$ cat config.mk
export PLATFORM = sky130hd
export DESIGN_NAME = bis_top
export DESIGN_NICKNAME = d
export VERILOG_FILES = /design/src/design/bis_auto_baud.v /design/src/design/bis_top.v
export VERILOG_INCLUDE_DIRS = /design/src /design/src/design
export SDC_FILE = /design/constraint.sdc
export NUM_CORES = 1
export LEC_CHECK = 0
export ABC_AREA = 1
export BUFFER_PORTS_ARGS = -buffer_cell sky130_fd_sc_hd__buf_2
export CELL_PAD_IN_SITES_DETAIL_PLACEMENT = 1
export CELL_PAD_IN_SITES_GLOBAL_PLACEMENT = 1
export CORE_ASPECT_RATIO = 2
export CORE_MARGIN = 1
export CORE_UTILIZATION = 48
export CTS_CLUSTER_DIAMETER = 40
export DETAILED_ROUTE_END_ITERATION = 8
export PLACE_DENSITY_LB_ADDON = 0.1
export SETUP_SLACK_MARGIN = 0.15
export SYNTH_ARGS = -nofsm -noshare
export SYNTH_HDL_FRONTEND = slang
export SYNTH_HIERARCHICAL = 1
export SYNTH_SLANG_ARGS = --single-unit
export TNS_END_PERCENT = 100
$ cat constraint.sdc
create_clock -name pclk -period 9.02 [get_ports pclk]
set_input_delay 2.706 -clock pclk [delete_from_list [all_inputs] [get_ports pclk]]
set_output_delay 2.706 -clock pclk [all_outputs]
set_load 0.01 [all_outputs]
$ cat src/design/bis_map.vh
// Constants of the boot interface selector: register offsets, fields,
// reset values and timing counts.
// Assumes a 10 MHz pclk and a 32-bit APB slave port.
`ifndef BIS_MAP_VH
`define BIS_MAP_VH

// Register byte offsets
`define BIS_CTRL_OFF       12'h000
`define BIS_STAT_OFF       12'h004
`define BIS_BAUD_OFF       12'h008
`define BIS_PROT_OFF       12'h00C
`define BIS_OPT_OFF        12'h010

// Control fields
`define BIS_CTRL_RESTART   0
`define BIS_CTRL_PROTECT   1
`define BIS_CTRL_UNPROTECT 2

// Status field positions
`define BIS_SF_LOADER      0
`define BIS_SF_SEL_LSB     1
`define BIS_SF_SEL_MSB     3
`define BIS_SF_BAUD_OK     4
`define BIS_SF_STATE_LSB   8

// Selected link codes (one-hot)
`define BIS_LINK_NONE      3'h0
`define BIS_LINK_SER1      3'h1
`define BIS_LINK_SER2      3'h2
`define BIS_LINK_USB       3'h4

// Protection levels
`define BIS_PROT_L0        2'h0
`define BIS_PROT_L1        2'h1

// Sync byte looked for on the serial ports
`define BIS_SYNC_BYTE      8'h7F

// Option byte reset value: boot source option bit set
`define BIS_OPT_RESET      8'h01

// Timing: clock period in ns, longest serial bit in us
`define BIS_CLK_NS         100
`define BIS_MAX_BIT_US     1000
`define BIS_MAX_BIT_CYC    ((`BIS_MAX_BIT_US * 1000) / `BIS_CLK_NS)
`define BIS_CNT_W          16

`endif

$ cat src/design/bis_auto_baud.v
// One serial receive watcher: times the sync character and reports it.
// Assumes the receive line is synchronous to pclk and idles high.
`timescale 1ns/1ps
`default_nettype none
`include "bis_map.vh"

module bis_auto_baud (
   input  wire                  pclk,
   input  wire                  presetn,
   input  wire                  enable,
   input  wire                  rx,
   output reg                   found_r,
   output reg  [`BIS_CNT_W-1:0] bit_cyc_r
);

   localparam [3:0] S_IDLE = 4'b0001;
   localparam [3:0] S_LOW  = 4'b0010;
   localparam [3:0] S_HIGH = 4'b0100;
   localparam [3:0] S_DONE = 4'b1000;

   reg  [3:0]            state_r;
   reg  [3:0]            state_nxt;
   reg  [`BIS_CNT_W-1:0] cnt_r;
   reg  [`BIS_CNT_W-1:0] low_r;
   reg                   rx_d_r;
   wire                  fall;
   wire                  rise;

   assign fall = rx_d_r & ~rx;
   assign rise = ~rx_d_r & rx;

   // Sync char 0x7F: start bit plus seven ones give one low bit, then
   // a long high run; the low run is one bit period
   always @* begin
      state_nxt = state_r;
      case (state_r)
         S_IDLE: if (enable && fall) state_nxt = S_LOW;
         S_LOW: begin
            if (rise)
               state_nxt = S_HIGH;
            else if (cnt_r == `BIS_MAX_BIT_CYC)
               state_nxt = S_IDLE;
         end
         S_HIGH: begin
            // Seven high bits (at least six bit times) then the low eighth data bit
            if (fall && cnt_r >= (low_r << 2) + (low_r << 1))
               state_nxt = S_DONE;
            else if (fall)
               state_nxt = S_LOW;
         end
         S_DONE: state_nxt = S_DONE;
         default: state_nxt = S_IDLE;
      endcase
      if (!enable)
         state_nxt = S_IDLE;
   end

   // Edge-to-edge saturating period counter and captured bit length
   always @(posedge pclk or negedge presetn) begin
      if (!presetn) begin
         state_r   <= S_IDLE;
         cnt_r     <= {`BIS_CNT_W{1'b0}};
         low_r     <= {`BIS_CNT_W{1'b0}};
         rx_d_r    <= 1'b1;
         found_r   <= 1'b0;
         bit_cyc_r <= {`BIS_CNT_W{1'b0}};
      end else begin
         state_r <= state_nxt;
         rx_d_r  <= rx;
         if (fall || rise)
            cnt_r <= {`BIS_CNT_W{1'b0}};
         else if (cnt_r != {`BIS_CNT_W{1'b1}})
            cnt_r <= cnt_r + 1'b1;
         if (state_r == S_LOW && rise)
            low_r <= cnt_r + 1'b1;
         if (state_nxt == S_DONE && state_r != S_DONE) begin
            found_r   <= 1'b1;
            bit_cyc_r <= low_r;
         end
         if (!enable)
            found_r <= 1'b0;
      end
   end

endmodule

`default_nettype wire

$ cat src/design/bis_top.v
// Boot interface selector: loader entry and link auto-selection.
// Assumes APB master on pclk; link pins synchronous to pclk.
//
// Functional notes
// - Loader entry needs boot pin and option bit
// - Serial clock, CTS, RTS pins left unused
// - Poll three links endlessly until chosen
// - Sync byte selects port, then auto-baud
// - USB attach with ext_clock_ok during selection selects USB
// - After selection other links are disabled
// - Later USB attach leaves serial session
// - Protect sets level 1, unprotect level 0
// - Serial link is 8 bits, even, one stop
`timescale 1ns/1ps
`default_nettype none
`include "bis_map.vh"

module bis_top (
   input  wire        pclk,
   input  wire        presetn,
   input  wire        psel,
   input  wire        penable,
   input  wire        pwrite,
   input  wire [11:0] paddr,
   input  wire [31:0] pwdata,
   output reg  [31:0] prdata,
   output reg         pready,
   output reg         pslverr,
   input  wire        boot_select_pin,
   input  wire        first_serial_receive,
   input  wire        second_serial_receive,
   input  wire        usb_attach,
   input  wire        ext_clock_ok,
   input  wire        system_reset_req,
   output reg         loader_mode_r,
   output reg         first_serial_en_r,
   output reg         second_serial_en_r,
   output reg         usb_en_r,
   output reg  [1:0]  prot_level_r,
   output reg  [7:0]  serial_frame_cfg_r
);

   localparam [4:0] S_STRAP = 5'b00001;
   localparam [4:0] S_APP   = 5'b00010;
   localparam [4:0] S_POLL  = 5'b00100;
   localparam [4:0] S_SER   = 5'b01000;
   localparam [4:0] S_USB   = 5'b10000;

   // Frame config: [3:0] data bits, [4] parity on, [5] even, [6] 1 stop
   localparam [7:0] FRAME_8E1 = 8'h78;

   reg  [4:0]            state_r;
   reg  [4:0]            state_nxt;
   reg  [2:0]            sel_r;
   reg  [`BIS_CNT_W-1:0] baud_r;
   reg                   baud_ok_r;
   reg  [7:0]            opt_r;
   wire                  found1;
   wire                  found2;
   wire [`BIS_CNT_W-1:0] cyc1;
   wire [`BIS_CNT_W-1:0] cyc2;
   wire                  polling;
   wire                  wr_en;
   wire                  rd_en;
   wire                  usb_ready;

   assign polling   = (state_r == S_POLL);
   assign wr_en     = psel & penable & pwrite;
   assign rd_en     = psel & penable & ~pwrite;
   assign usb_ready = usb_attach & ext_clock_ok;

   // Watchers only run while the loop is polling
   bis_auto_baud u_ser1 (
      .pclk      (pclk),
      .presetn   (presetn),
      .enable    (polling),
      .rx        (first_serial_receive),
      .found_r   (found1),
      .bit_cyc_r (cyc1)
   );

   bis_auto_baud u_ser2 (
      .pclk      (pclk),
      .presetn   (presetn),
      .enable    (polling),
      .rx        (second_serial_receive),
      .found_r   (found2),
      .bit_cyc_r (cyc2)
   );

   // Selection state machine
   always @* begin
      state_nxt = state_r;
      case (state_r)
         // Strap sampled one edge after reset release
         S_STRAP: begin
            if (boot_select_pin && opt_r[0])
               state_nxt = S_POLL;
            else
               state_nxt = S_APP;
         end
         S_APP: state_nxt = S_APP;
         // Endless loop over all three links
         S_POLL: begin
            if (usb_ready)
               state_nxt = S_USB;
            else if (found1 || found2)
               state_nxt = S_SER;
         end
         // USB attach ignored; only system reset leaves
         S_SER: if (system_reset_req) state_nxt = S_STRAP;
         S_USB: if (system_reset_req) state_nxt = S_STRAP;
         default: state_nxt = S_STRAP;
      endcase
   end

   // Link choice, enables and captured baud
   always @(posedge pclk or negedge presetn) begin
      if (!presetn) begin
         state_r            <= S_STRAP;
         sel_r              <= `BIS_LINK_NONE;
         baud_r             <= {`BIS_CNT_W{1'b0}};
         baud_ok_r          <= 1'b0;
         loader_mode_r      <= 1'b0;
         first_serial_en_r  <= 1'b0;
         second_serial_en_r <= 1'b0;
         usb_en_r           <= 1'b0;
         serial_frame_cfg_r <= 8'h00;
      end else begin
         state_r       <= state_nxt;
         loader_mode_r <= (state_nxt == S_POLL) || (state_nxt == S_SER) ||
                          (state_nxt == S_USB);
         if (state_r == S_POLL && state_nxt == S_SER) begin
            // Port 1 wins a same-cycle tie with port 2
            if (found1) begin
               sel_r  <= `BIS_LINK_SER1;
               baud_r <= cyc1;
            end else begin
               sel_r  <= `BIS_LINK_SER2;
               baud_r <= cyc2;
            end
            baud_ok_r <= 1'b1;
         end else if (state_r == S_POLL && state_nxt == S_USB) begin
            sel_r <= `BIS_LINK_USB;
         end else if (state_nxt == S_STRAP) begin
            sel_r     <= `BIS_LINK_NONE;
            baud_ok_r <= 1'b0;
         end
         // Only the chosen link stays enabled
         first_serial_en_r  <= (state_nxt == S_POLL) ||
                               (state_nxt == S_SER && (sel_r[0] ||
                               (state_r == S_POLL && found1)));
         second_serial_en_r <= (state_nxt == S_POLL) ||
                               (state_nxt == S_SER && (sel_r[1] ||
                               (state_r == S_POLL && !found1)));
         usb_en_r           <= (state_nxt == S_POLL) ||
                               (state_nxt == S_USB);
         // Serial frame fixed to 8 data, even parity, one stop
         serial_frame_cfg_r <= (state_nxt == S_SER) ? FRAME_8E1 : 8'h00;
         // No clock, CTS or RTS pin is driven by the loader
      end
   end

   // Option byte and protection level, written over APB
   always @(posedge pclk or negedge presetn) begin
      if (!presetn) begin
         opt_r        <= `BIS_OPT_RESET;
         prot_level_r <= `BIS_PROT_L0;
      end else if (wr_en && pready) begin
         if (paddr == `BIS_OPT_OFF)
            opt_r <= pwdata[7:0];
         if (paddr == `BIS_CTRL_OFF) begin
            if (pwdata[`BIS_CTRL_PROTECT])
               prot_level_r <= `BIS_PROT_L1;
            else if (pwdata[`BIS_CTRL_UNPROTECT])
               prot_level_r <= `BIS_PROT_L0;
         end
      end
   end

   // APB slave: pready in first access cycle, error on unmapped address
   always @(posedge pclk or negedge presetn) begin
      if (!presetn) begin
         pready  <= 1'b0;
         pslverr <= 1'b0;
         prdata  <= 32'h0000_0000;
      end else begin
         pready  <= psel & ~penable;
         pslverr <= 1'b0;
         if (psel && !penable) begin
            prdata <= 32'h0000_0000;
            case (paddr)
               `BIS_CTRL_OFF: prdata <= 32'h0000_0000;
               `BIS_STAT_OFF: begin
                  if (!pwrite) begin
                     prdata[`BIS_SF_LOADER] <= loader_mode_r;
                     prdata[`BIS_SF_SEL_MSB:`BIS_SF_SEL_LSB] <= sel_r;
                     prdata[`BIS_SF_BAUD_OK] <= baud_ok_r;
                     prdata[`BIS_SF_STATE_LSB+4:`BIS_SF_STATE_LSB] <= state_r;
                  end else
                     pslverr <= 1'b1;
               end
               `BIS_BAUD_OFF: begin
                  prdata[`BIS_CNT_W-1:0] <= baud_r;
                  pslverr <= pwrite;
               end
               `BIS_PROT_OFF: begin
                  prdata[1:0] <= prot_level_r;
                  pslverr <= pwrite;
               end
               `BIS_OPT_OFF: prdata[7:0] <= opt_r;
               default: pslverr <= 1'b1;
            endcase
         end
      end
   end

endmodule

`default_nettype wire
==> results of run 1 <==
-- power groups by stage --
stage	clock [W]	combinational, W	sequential (W)
3_5_place_dp	0	0.000110	0.000782
6_report	0.000725	0.000108	0.000768
3_3_place_gp	0	0.000106	0.000782
5_1_grt	0.000767	0.000125	0.000770
2_1_floorplan	0	0.0000699	0.000778
4_1_cts	0.000744	0.000111	0.000769
-- final cells by class --
type,count,area [um2],area share (%)
Sequential cell,165,4136,37.33
Inverter,110,412.9,3.726
Clock buffer,20,446.7,4.031
Timing Repair Buffer,61,321.6,2.902
Clock inverter,12,130.1,1.174
Tap cell,266,332.8,3.003
Multi-Input combinational cell,987,5301,47.84
-- Yosys cell counts (4+ instances only) --
master     count
nand4_1       55
nor3_4         5
nand2_1      466
inv_1        104
nor3_1        11
nand2_2        8
nand3b_1       4
a21oi_2        4
nand3_2        7
buf_4         27
nand3_1      105
buf_6          7
nand4_2        4
inv_2          5
o21ai_0       33
xor2_1        32
o2111ai_1      4
a21oi_1       38
nor2_2        13
xnor2_1       14
ha_1          64
o21bai_1       4
nor2_1        74
clkbuf_1      11
dfrtp_1      159
buf_2         10
dfstp_2        6
-- cells by family after synthesis --
group                      synth area share, %
and+or+nand+nor                          34.15
xor gates and xnor gates                 3.969
other                                  0.03695
DFF                                      40.75
buffers and inverters                    7.779
adders and majority gates                8.284
AOI/OAI and AO/OA                        5.030
-- registers in the layout, indices dropped and copies added (netlist names), 3 cells and up --
name / cells
prdata: 16
u_ser2/state_r: 4
u_ser2/cnt_r: 16
u_ser2/low_r: 16
u_ser1/low_r: 16
u_ser1/cnt_r: 16
opt_r: 8
u_ser1/state_r: 4
baud_r: 16
state_r: 5
sel_r: 3
u_ser1/bit_cyc_r: 16
u_ser2/bit_cyc_r: 16
-- path summary, 6_finish.rpt --
path                                  endpoint  slack [ns]  depth (start not counted)
min reg2reg                          prdata[1]        0.48                          2
max in group asynchronous            prdata[3]        5.17                          2
min                                  prdata[1]        0.48                          2
min in group asynchronous       u_ser1/found_r        2.34                          1
max reg2reg                u_ser1/bit_cyc_r[1]        5.32                         18
max                        u_ser2/bit_cyc_r[4]        4.67                          7
-- cell usage in the layout (no fill, tap or decap), drive strengths merged, types with 21 or more instances in the layout --
master,netlist,layout
a21oi,43,43
buf,45,61
conb,1,21
dfrtp,159,159
ha,64,64
inv,109,110
nand2,475,475
nand3,113,113
nand4,59,59
nor2,90,90
o21ai,34,34
xor2,32,32
-- worst max-delay path, cell delays in order --
cell	delay [ns]
buf_2	0.12
ha_1	0.21
nand2_1	0.66
nand3_4	0.13
nor3_4	0.54
nand4_1	0.24
nand2_1	0.12
-- routing by layer --
metal	GRT usage, %	part of all wire (%)
met5	0	0
met4	15.88	5.4
met3	4.050	2.2
met2	53.73	56
met1	26.33	36
-- metrics by stage --
step / setup slack [ns] / util (%) / cell area (um2) / std cells / total power, W
CTS: 4.650 / 53.91 / 11080 / 1621 / 0.001623
detailed placement: 4.217 / 51.11 / 10510 / 1589 / 0.0008924
global placement: 4.258 / 51.11 / 10510 / 1589 / 0.0008882
global route: 4.534 / 53.91 / 11080 / 1621 / 0.001663
finish: 4.673 / 53.91 / 11080 / 1621 / 0.001602
floorplan: 5.078 / - / 10220 / 1318 / 0.0008477
==> run metrics, run 1 <==
syn_area_per_cell=7.820 um2; Leak=6.005 nW; Hold Slack=0.4811 ns; PD cells=144.5 nW/um2; register area share after synthesis=40.75%; Vias/cell=5.318; Starting Density=49.38%; Hold/Removal Path Class=register to register; I/O pin count=103; Seq cells post-synth=165; min Tclk post-route=4.347 ns; area delta synth->final=9.184%; TritonCTS Sinks=165; routed wire length=28,240 um; GRT Util Overall=27.41%; # H-tree levels=4; total gr overflow=0; die area=21,770 um2; Switch Pwr=0.0004022 W; fill cell count=2,630; Max transition margin=37.50%; Sw Share=25.11%; crit path launch type=input pin; Syn Inst Count=1,298; Num CTS Buffers=17; Pint=0.001199 W; CP Class=input pin to register; reg2reg start=u_ser1/low_r[6]; RD Place Congestion=0.8906; remaining antenna violation count=0; first-pass GRT wire length=45,980 um; largest area contributor in the netlist=dfrtp_1; slew at the pin closest to its max-slew limit=0.9375 ns; largest net degree at the start of global routing=94; Critical Path AT=4.73 ns; final net count=1,463; final worst-path cycle share=48.19%; Flop pwr share=48.0%; drt first pass iters=4; Yosys top cell area share=39.20%; number of gates resized after cts=0; CTS Hold Bufs=0; Max VDD drop=104.8 uV; HPWL Detailed=21,980 um; vias in the first global route=9,251; final hold vios=0; RSZ-0062 raised after global routing=no; number of max-cap violations=0; Rows=74; Max Root-Sink Buffers=2; CP Launch Point=second_serial_receive; total negative slack=0 ns; layout cell share with drive strength beyond 1=11.51%; Achievable Freq=230.1 MHz; CP Capture Type=register; clock share of power=45.3%; dominant cells by area after synthesis=dfrtp_1 39%, nand2_1 17%, ha_1 7.9%; number of enable flip-flop cells after synthesis=0; status=finished clean; Post-synth ARST share=100.0%; clk_lat worst skew=0.45 ns; drt wl/cell=17.42 um; Hold Startpoint=prdata[1]; crit path max fanout=22; post-synth cell types=46; Final setup viols=0; Reg clk slew, reported paths=0.06 ns; # Post-CTS Setup Buffers=0; Critical Path RT=9.40 ns; antenna diode count=0; Slew Viols, Final=0; clock root buffer=clkbuf_16; Setup Skew=0.007699 ns; initial antenna violation count=0; die width=104.8 um; Comb pwr share=6.8%; Cell Area, Synth=10,150 um2; warnings from Yosys=6; Core Box Area=20,550 um2; dominant synthesized flop cell=dfrtp_1; Starting DRT DRC Count=284; via count=8,621; IO buf count=57; Die H=207.6 um; DRC viols=0; CTS tree=done
No activity file was read; power rests on OpenSTA's default activity.
==> run 2, diff against run 1 <==
--- a/config.mk
+++ b/config.mk
@@ -12,7 +12,7 @@
 export CELL_PAD_IN_SITES_GLOBAL_PLACEMENT = 1
 export CORE_ASPECT_RATIO = 2
 export CORE_MARGIN = 1
-export CORE_UTILIZATION = 48
+export CORE_UTILIZATION = 40
 export CTS_CLUSTER_DIAMETER = 40
 export DETAILED_ROUTE_END_ITERATION = 8
 export PLACE_DENSITY_LB_ADDON = 0.1
==> constraint.sdc (replaced) <==
create_clock -name pclk -period 3.85 [get_ports pclk]
set_input_delay 1.155 -clock pclk [delete_from_list [all_inputs] [get_ports pclk]]
set_output_delay 1.155 -clock pclk [all_outputs]
set_load 0.01 [all_outputs]
==> run 2 against run 1 <==
  * Cell count grew 4.8%
  * Sequential share of layout area shrank 0.56 points
  * Combinational power grew 140%
  * Register-to-register slack lost 4.9 ns
  * Hold slack lost 0.0065 ns
  * Final area grew 1.5%
  * Global-route usage shrank 3.2 points
  * Clock power grew 130%
==> run metrics, run 2 (synthesis gave the netlist of run 1 again) <==
Hold Slack=0.4746 ns; Critical Path RT=4.18 ns; via count=8,676; FF+latch area=4136 um2; vias in the first global route=9,194; antenna diode count=0; crit path max fanout=17; crit-path cells=ha_1, a21oi_1, o21ai_0, a21oi_1, nand3b_1, nand2_1, nand2_1, nand2_1, ha_1, nand2_1, inv_1, nand3_1, a21oi_1, nor2_1, nand2_1, nand4_4, nand2_1, nand2_1; Max VDD drop=293.9 uV; drt wl/cell=17.41 um; PD cells=330.6 nW/um2; final hold vios=0; RSZ-0062 raised after global routing=yes; RD Place Congestion=0.9018; Core Box Area=25,030 um2; min Tclk post-route=3.408 ns; Setup Skew=0.009238 ns; Max Root-Sink Buffers=2; Critical Path AT=3.74 ns; commonest cells after routing, fill and taps aside=466 x nand2_1, 159 x dfrtp_1, 105 x nand3_1; first-pass GRT wire length=47,310 um; area delta synth->final=10.85%; initial antenna violation count=0; area of the multi-input gates=5348 um2; Worst R2R Setup Slack=0.44 ns; CTS tree=done; Vias/cell=5.110; Max transition margin=51.41%; Reg clk slew, reported paths=0.07 ns; GRT Util Overall=24.17%; # H-tree levels=4; end-of-flow core utilization=44.94%; number of gates resized after cts=0; Die H=227.3 um; most common cell after layout, fill and taps aside=nand2_1; final net count=1,470; Max stage delay on crit path=0.47 ns; number of max-cap violations=0; TritonCTS Sinks=165; drt first pass iters=4; IO buf count=57; HPWL Detailed=23,100 um; Starting DRT DRC Count=313; final worst-path cycle share=88.51%; DRC viols=0; remaining antenna violation count=0; layout cell share with drive strength beyond 1=11.89%; crit path launch type=register; Achievable Freq=293.5 MHz; Slew Viols, Final=0; fill cell count=3,162; die area=26,050 um2; CP Class=register to register; Starting Density=40.54%; CP bufs+invs=1; Leak=6.037 nW; Hold/Removal Path Class=register to register; Final setup viols=0; Rows=82; total negative slack=0 ns; Num CTS Buffers=17; I/O pin count=103; routed wire length=29,570 um; largest net degree at the start of global routing=60; status=finished clean; top cell family by delay on the critical path=simple AND/OR/NAND/NOR gates; die width=114.6 um; total gr overflow=0; clock root buffer=clkbuf_16; CTS Hold Bufs=0; CP Capture Type=register; clk_lat worst skew=0.45 ns; Worst path slowest cell=dfrtp_1; slew at the pin closest to its max-slew limit=0.7288 ns; # Post-CTS Setup Buffers=0; most frequent CP cell=nand2_1
## run 2: power breakdown
part	internal (W)	leakage [nW]	switching, W
sequential	0.00177	2.28	0.0000335
clock	0.000909	0.267	0.000748
combinational	0.0000775	3.49	0.000186
total	0.00275	6.04	0.000967
## run 2: worst reg2reg max path, cell delays in order, from the launching register on
cell	delay, ns
dfrtp_1	0.47
ha_1	0.41
a21oi_1	0.21
o21ai_0	0.13
a21oi_1	0.26
nand3b_1	0.22
nand2_1	0.07
nand2_1	0.06
nand2_1	0.06
ha_1	0.29
nand2_1	0.05
inv_1	0.08
nand3_1	0.09
a21oi_1	0.18
nor2_1	0.10
nand2_1	0.15
nand4_4	0.25
nand2_1	0.16
nand2_1	0.07
## run 2: metal layers
| layer | up-vias | part of all wire, % | global-route usage [%] | wire length, um |
|---|---|---|---|---|
| li1 | 4279 | - | - | - |
| met1 | 4211 | 37 | 23.76 | 10850 |
| met2 | 124 | 56 | 46.88 | 16610 |
| met3 | 62 | 1.7 | 3.328 | 498 |
| met4 | 0 | 5.4 | 14.50 | 1608 |
| met5 | - | 0 | 0 | 0 |
## run 2: worst paths after layout
check	end	from	cells after the start
worst min-delay path	prdata[6]	prdata[6]	2
worst max register to register	u_ser2/bit_cyc_r[11]	u_ser2/low_r[2]	18
worst max-delay path	u_ser2/bit_cyc_r[11]	u_ser2/low_r[2]	18
worst min register to register	prdata[6]	prdata[6]	2
max in group asynchronous	u_ser1/rx_d_r	presetn	2
min in group asynchronous	state_r[2]	presetn	1
## run 2: area by class of cell
type                    count  share of cell area, %
repair buffers             67                  3.370
multi-input cells         988                  47.53
clock inverters            11                 0.9230
clock buffers              21                  4.004
well taps                 336                  3.737
flip-flops and latches    165                  36.77
inverters                 110                  3.670
## run 2: metrics by stage
step	total power (W)	cell area [um2]	setup WS (ns)	std cells
global placement	0.002096	10650	0.2776	1665
global route	0.003868	11250	0.1026	1698
detailed placement	0.002103	10650	0.2309	1665
finish	0.003720	11250	0.4423	1698
CTS	0.003779	11200	0.1547	1697
floorplan	0.001986	10220	0.9261	1318
==> run 3, diff against run 2 <==
--- a/config.mk
+++ b/config.mk
@@ -15,7 +15,7 @@
 export CORE_UTILIZATION = 40
 export CTS_CLUSTER_DIAMETER = 40
 export DETAILED_ROUTE_END_ITERATION = 8
-export PLACE_DENSITY_LB_ADDON = 0.1
+export PLACE_DENSITY = 0.78
 export SETUP_SLACK_MARGIN = 0.15
 export SYNTH_ARGS = -nofsm -noshare
 export SYNTH_HDL_FRONTEND = slang
==> run 3 against run 2 <==
  * Clock skew is 0.00061 ns higher
  * First-iteration DRC count is 18% higher
  * Clock power is 5% higher
  * Fmax is 1.8% lower
  * Critical path type unchanged
  * Setup slack worse by 0.061 ns
  * Largest cell class unchanged
  * Non-clock buffer count stayed put
  * Wire length is 1.9% higher
  * Hold slack worse by 0.0020 ns
==> run metrics, run 3 (synthesis gave the netlist of run 1 again) <==
HPWL Detailed=23,220 um; initial antenna violation count=0; reg2reg start=u_ser1/low_r[1]; Reg clk slew, reported paths=0.07 ns; Die H=227.3 um; # Post-CTS Setup Buffers=0; Max stage delay on crit path=0.45 ns; commonest cells after routing, fill and taps aside=465 x nand2_1, 159 x dfrtp_1, 105 x nand3_1; clk_lat worst skew=0.45 ns; GRT Util Overall=24.11%; Slew Viols, Final=0; Max VDD drop=333.7 uV; crit path max fanout=17; fill cell count=3,184; Achievable Freq=288.3 MHz; final hold vios=0; antenna diode count=0; CTS Hold Bufs=0; placed inst area=10,650 um2; clock root buffer=clkbuf_16; design area=11,320 um2; routed wire length=30,120 um; total gr overflow=0; IO buf count=57; Max Root-Sink Buffers=2; CP Launch Point=u_ser1/low_r[1]; Setup Skew=0.009848 ns; Worst path slowest cell=dfrtp_1; PD cells=336.2 nW/um2; area delta synth->final=11.51%; DRC viols=0; Num CTS Buffers=17; I/O pin count=103; most frequent CP cell=nand2_1; # H-tree levels=4; Rows=82; CP Capture Type=register; layout cell share with drive strength beyond 1=12.33%; remaining antenna violation count=0; Place WS=0.2585 ns; die area=26,050 um2; via count=8,833; Critical Path AT=3.79 ns; crit path launch type=register; Core Box Area=25,030 um2; Hold/Removal Path Class=register to register; crit-path cells=ha_1, fa_1, nand3_1, nand2_1, nand3_1, o2111ai_1, xor2_1, ha_1, nand2_1, nor2_2, nand4_1, o21bai_2, nand2_2, nand4_4, nand2_1, nand2_1; CTS tree=done; Starting Density=40.54%; TritonCTS Sinks=165; most common cell after layout, fill and taps aside=nand2_1; final net count=1,471; worst setup margin=0.3809 ns; total negative slack=0 ns; RD Place Congestion=0.8561; Starting DRT DRC Count=369; number of max-cap violations=0; drt wl/cell=17.73 um; drt first pass iters=4; vias in the first global route=9,446; Hold Startpoint=prdata[2]; largest net degree at the start of global routing=69; slew at the pin closest to its max-slew limit=1.087 ns; first-pass GRT wire length=47,510 um; Final setup viols=0; final worst-path cycle share=90.11%; Vias/cell=5.199; Critical Path RT=4.17 ns; status=finished clean; Leak=6.042 nW; RSZ-0062 raised after global routing=no; min Tclk post-route=3.469 ns; die width=114.6 um; Max transition margin=27.54%; CP Class=register to register; Final Power=0.003806 W; end-of-flow core utilization=45.21%
run 3: cell count changes in the layout (fill, tap and decap cells not counted), sizes merged:
cell and delta:
clkinv -6, nand4 +1, clkbuf -2, clkinvlp +4
inv +3, bufinv +1
run 3: critical path, delay by kind of cell (launching register included):
family	cells	cell delay, ns
compound gates	2	0.42
flops	1	0.45
simple gates	10	1.30
fa+ha+maj	3	0.97
xor+xnor	1	0.20
run 3: worst paths after layout:
path	slack [ns]	cells after the start	to
min in group asynchronous	0.71	1	first_serial_en_r
hold reg to reg	0.47	2	prdata[2]
setup / recovery	0.38	16	u_ser1/bit_cyc_r[4]
max in group asynchronous	2.26	2	u_ser2/rx_d_r
hold / removal	0.47	2	prdata[2]
setup reg to reg	0.38	16	u_ser1/bit_cyc_r[4]
run 3: routing by layer:
metal	track usage, %	part of all wire (%)	vias to the layer above
met4	17.64	7.4	0
met5	0	0	-
li1	-	-	4287
met1	22.37	35	4290
met3	3.248	2.0	92
met2	46.86	56	164
run 3: area by class of cell:
cell class              instances  area [um2]  area share, %
repair buffers                 67       379.1          3.350
multi-input cells             989        5378          47.51
flip-flops and latches        165        4136          36.55
clock buffers                  19       442.9          3.913
inverters                     110       412.9          3.648
well taps                     336       420.4          3.714
clock inverters                13       148.9          1.315
run 3: report_power, final:
group | switching, W | total (W) | internal (W)
Clock | 0.000757 | 0.00174 | 0.000980
Sequential | 0.0000335 | 0.00180 | 0.00177
Combinational | 0.000190 | 0.000268 | 0.0000780
Total | 0.000981 | 0.00381 | 0.00283
run 3: through the flow:
step	hold WS (ns)	std cells
floorplan	0.4422	1318
global placement	0.4568	1665
detailed placement	0.4604	1665
CTS	0.4795	1697
global route	0.4926	1699
finish	0.4726	1699
run 3: what timing repair did:
| action | in CTS | in global routing |
|---|---|---|
| gates resized for setup | 0 | 8 |
| endpoints found under the setup margin | 0 | 35 |
| endpoints found under the hold margin | 0 | 0 |
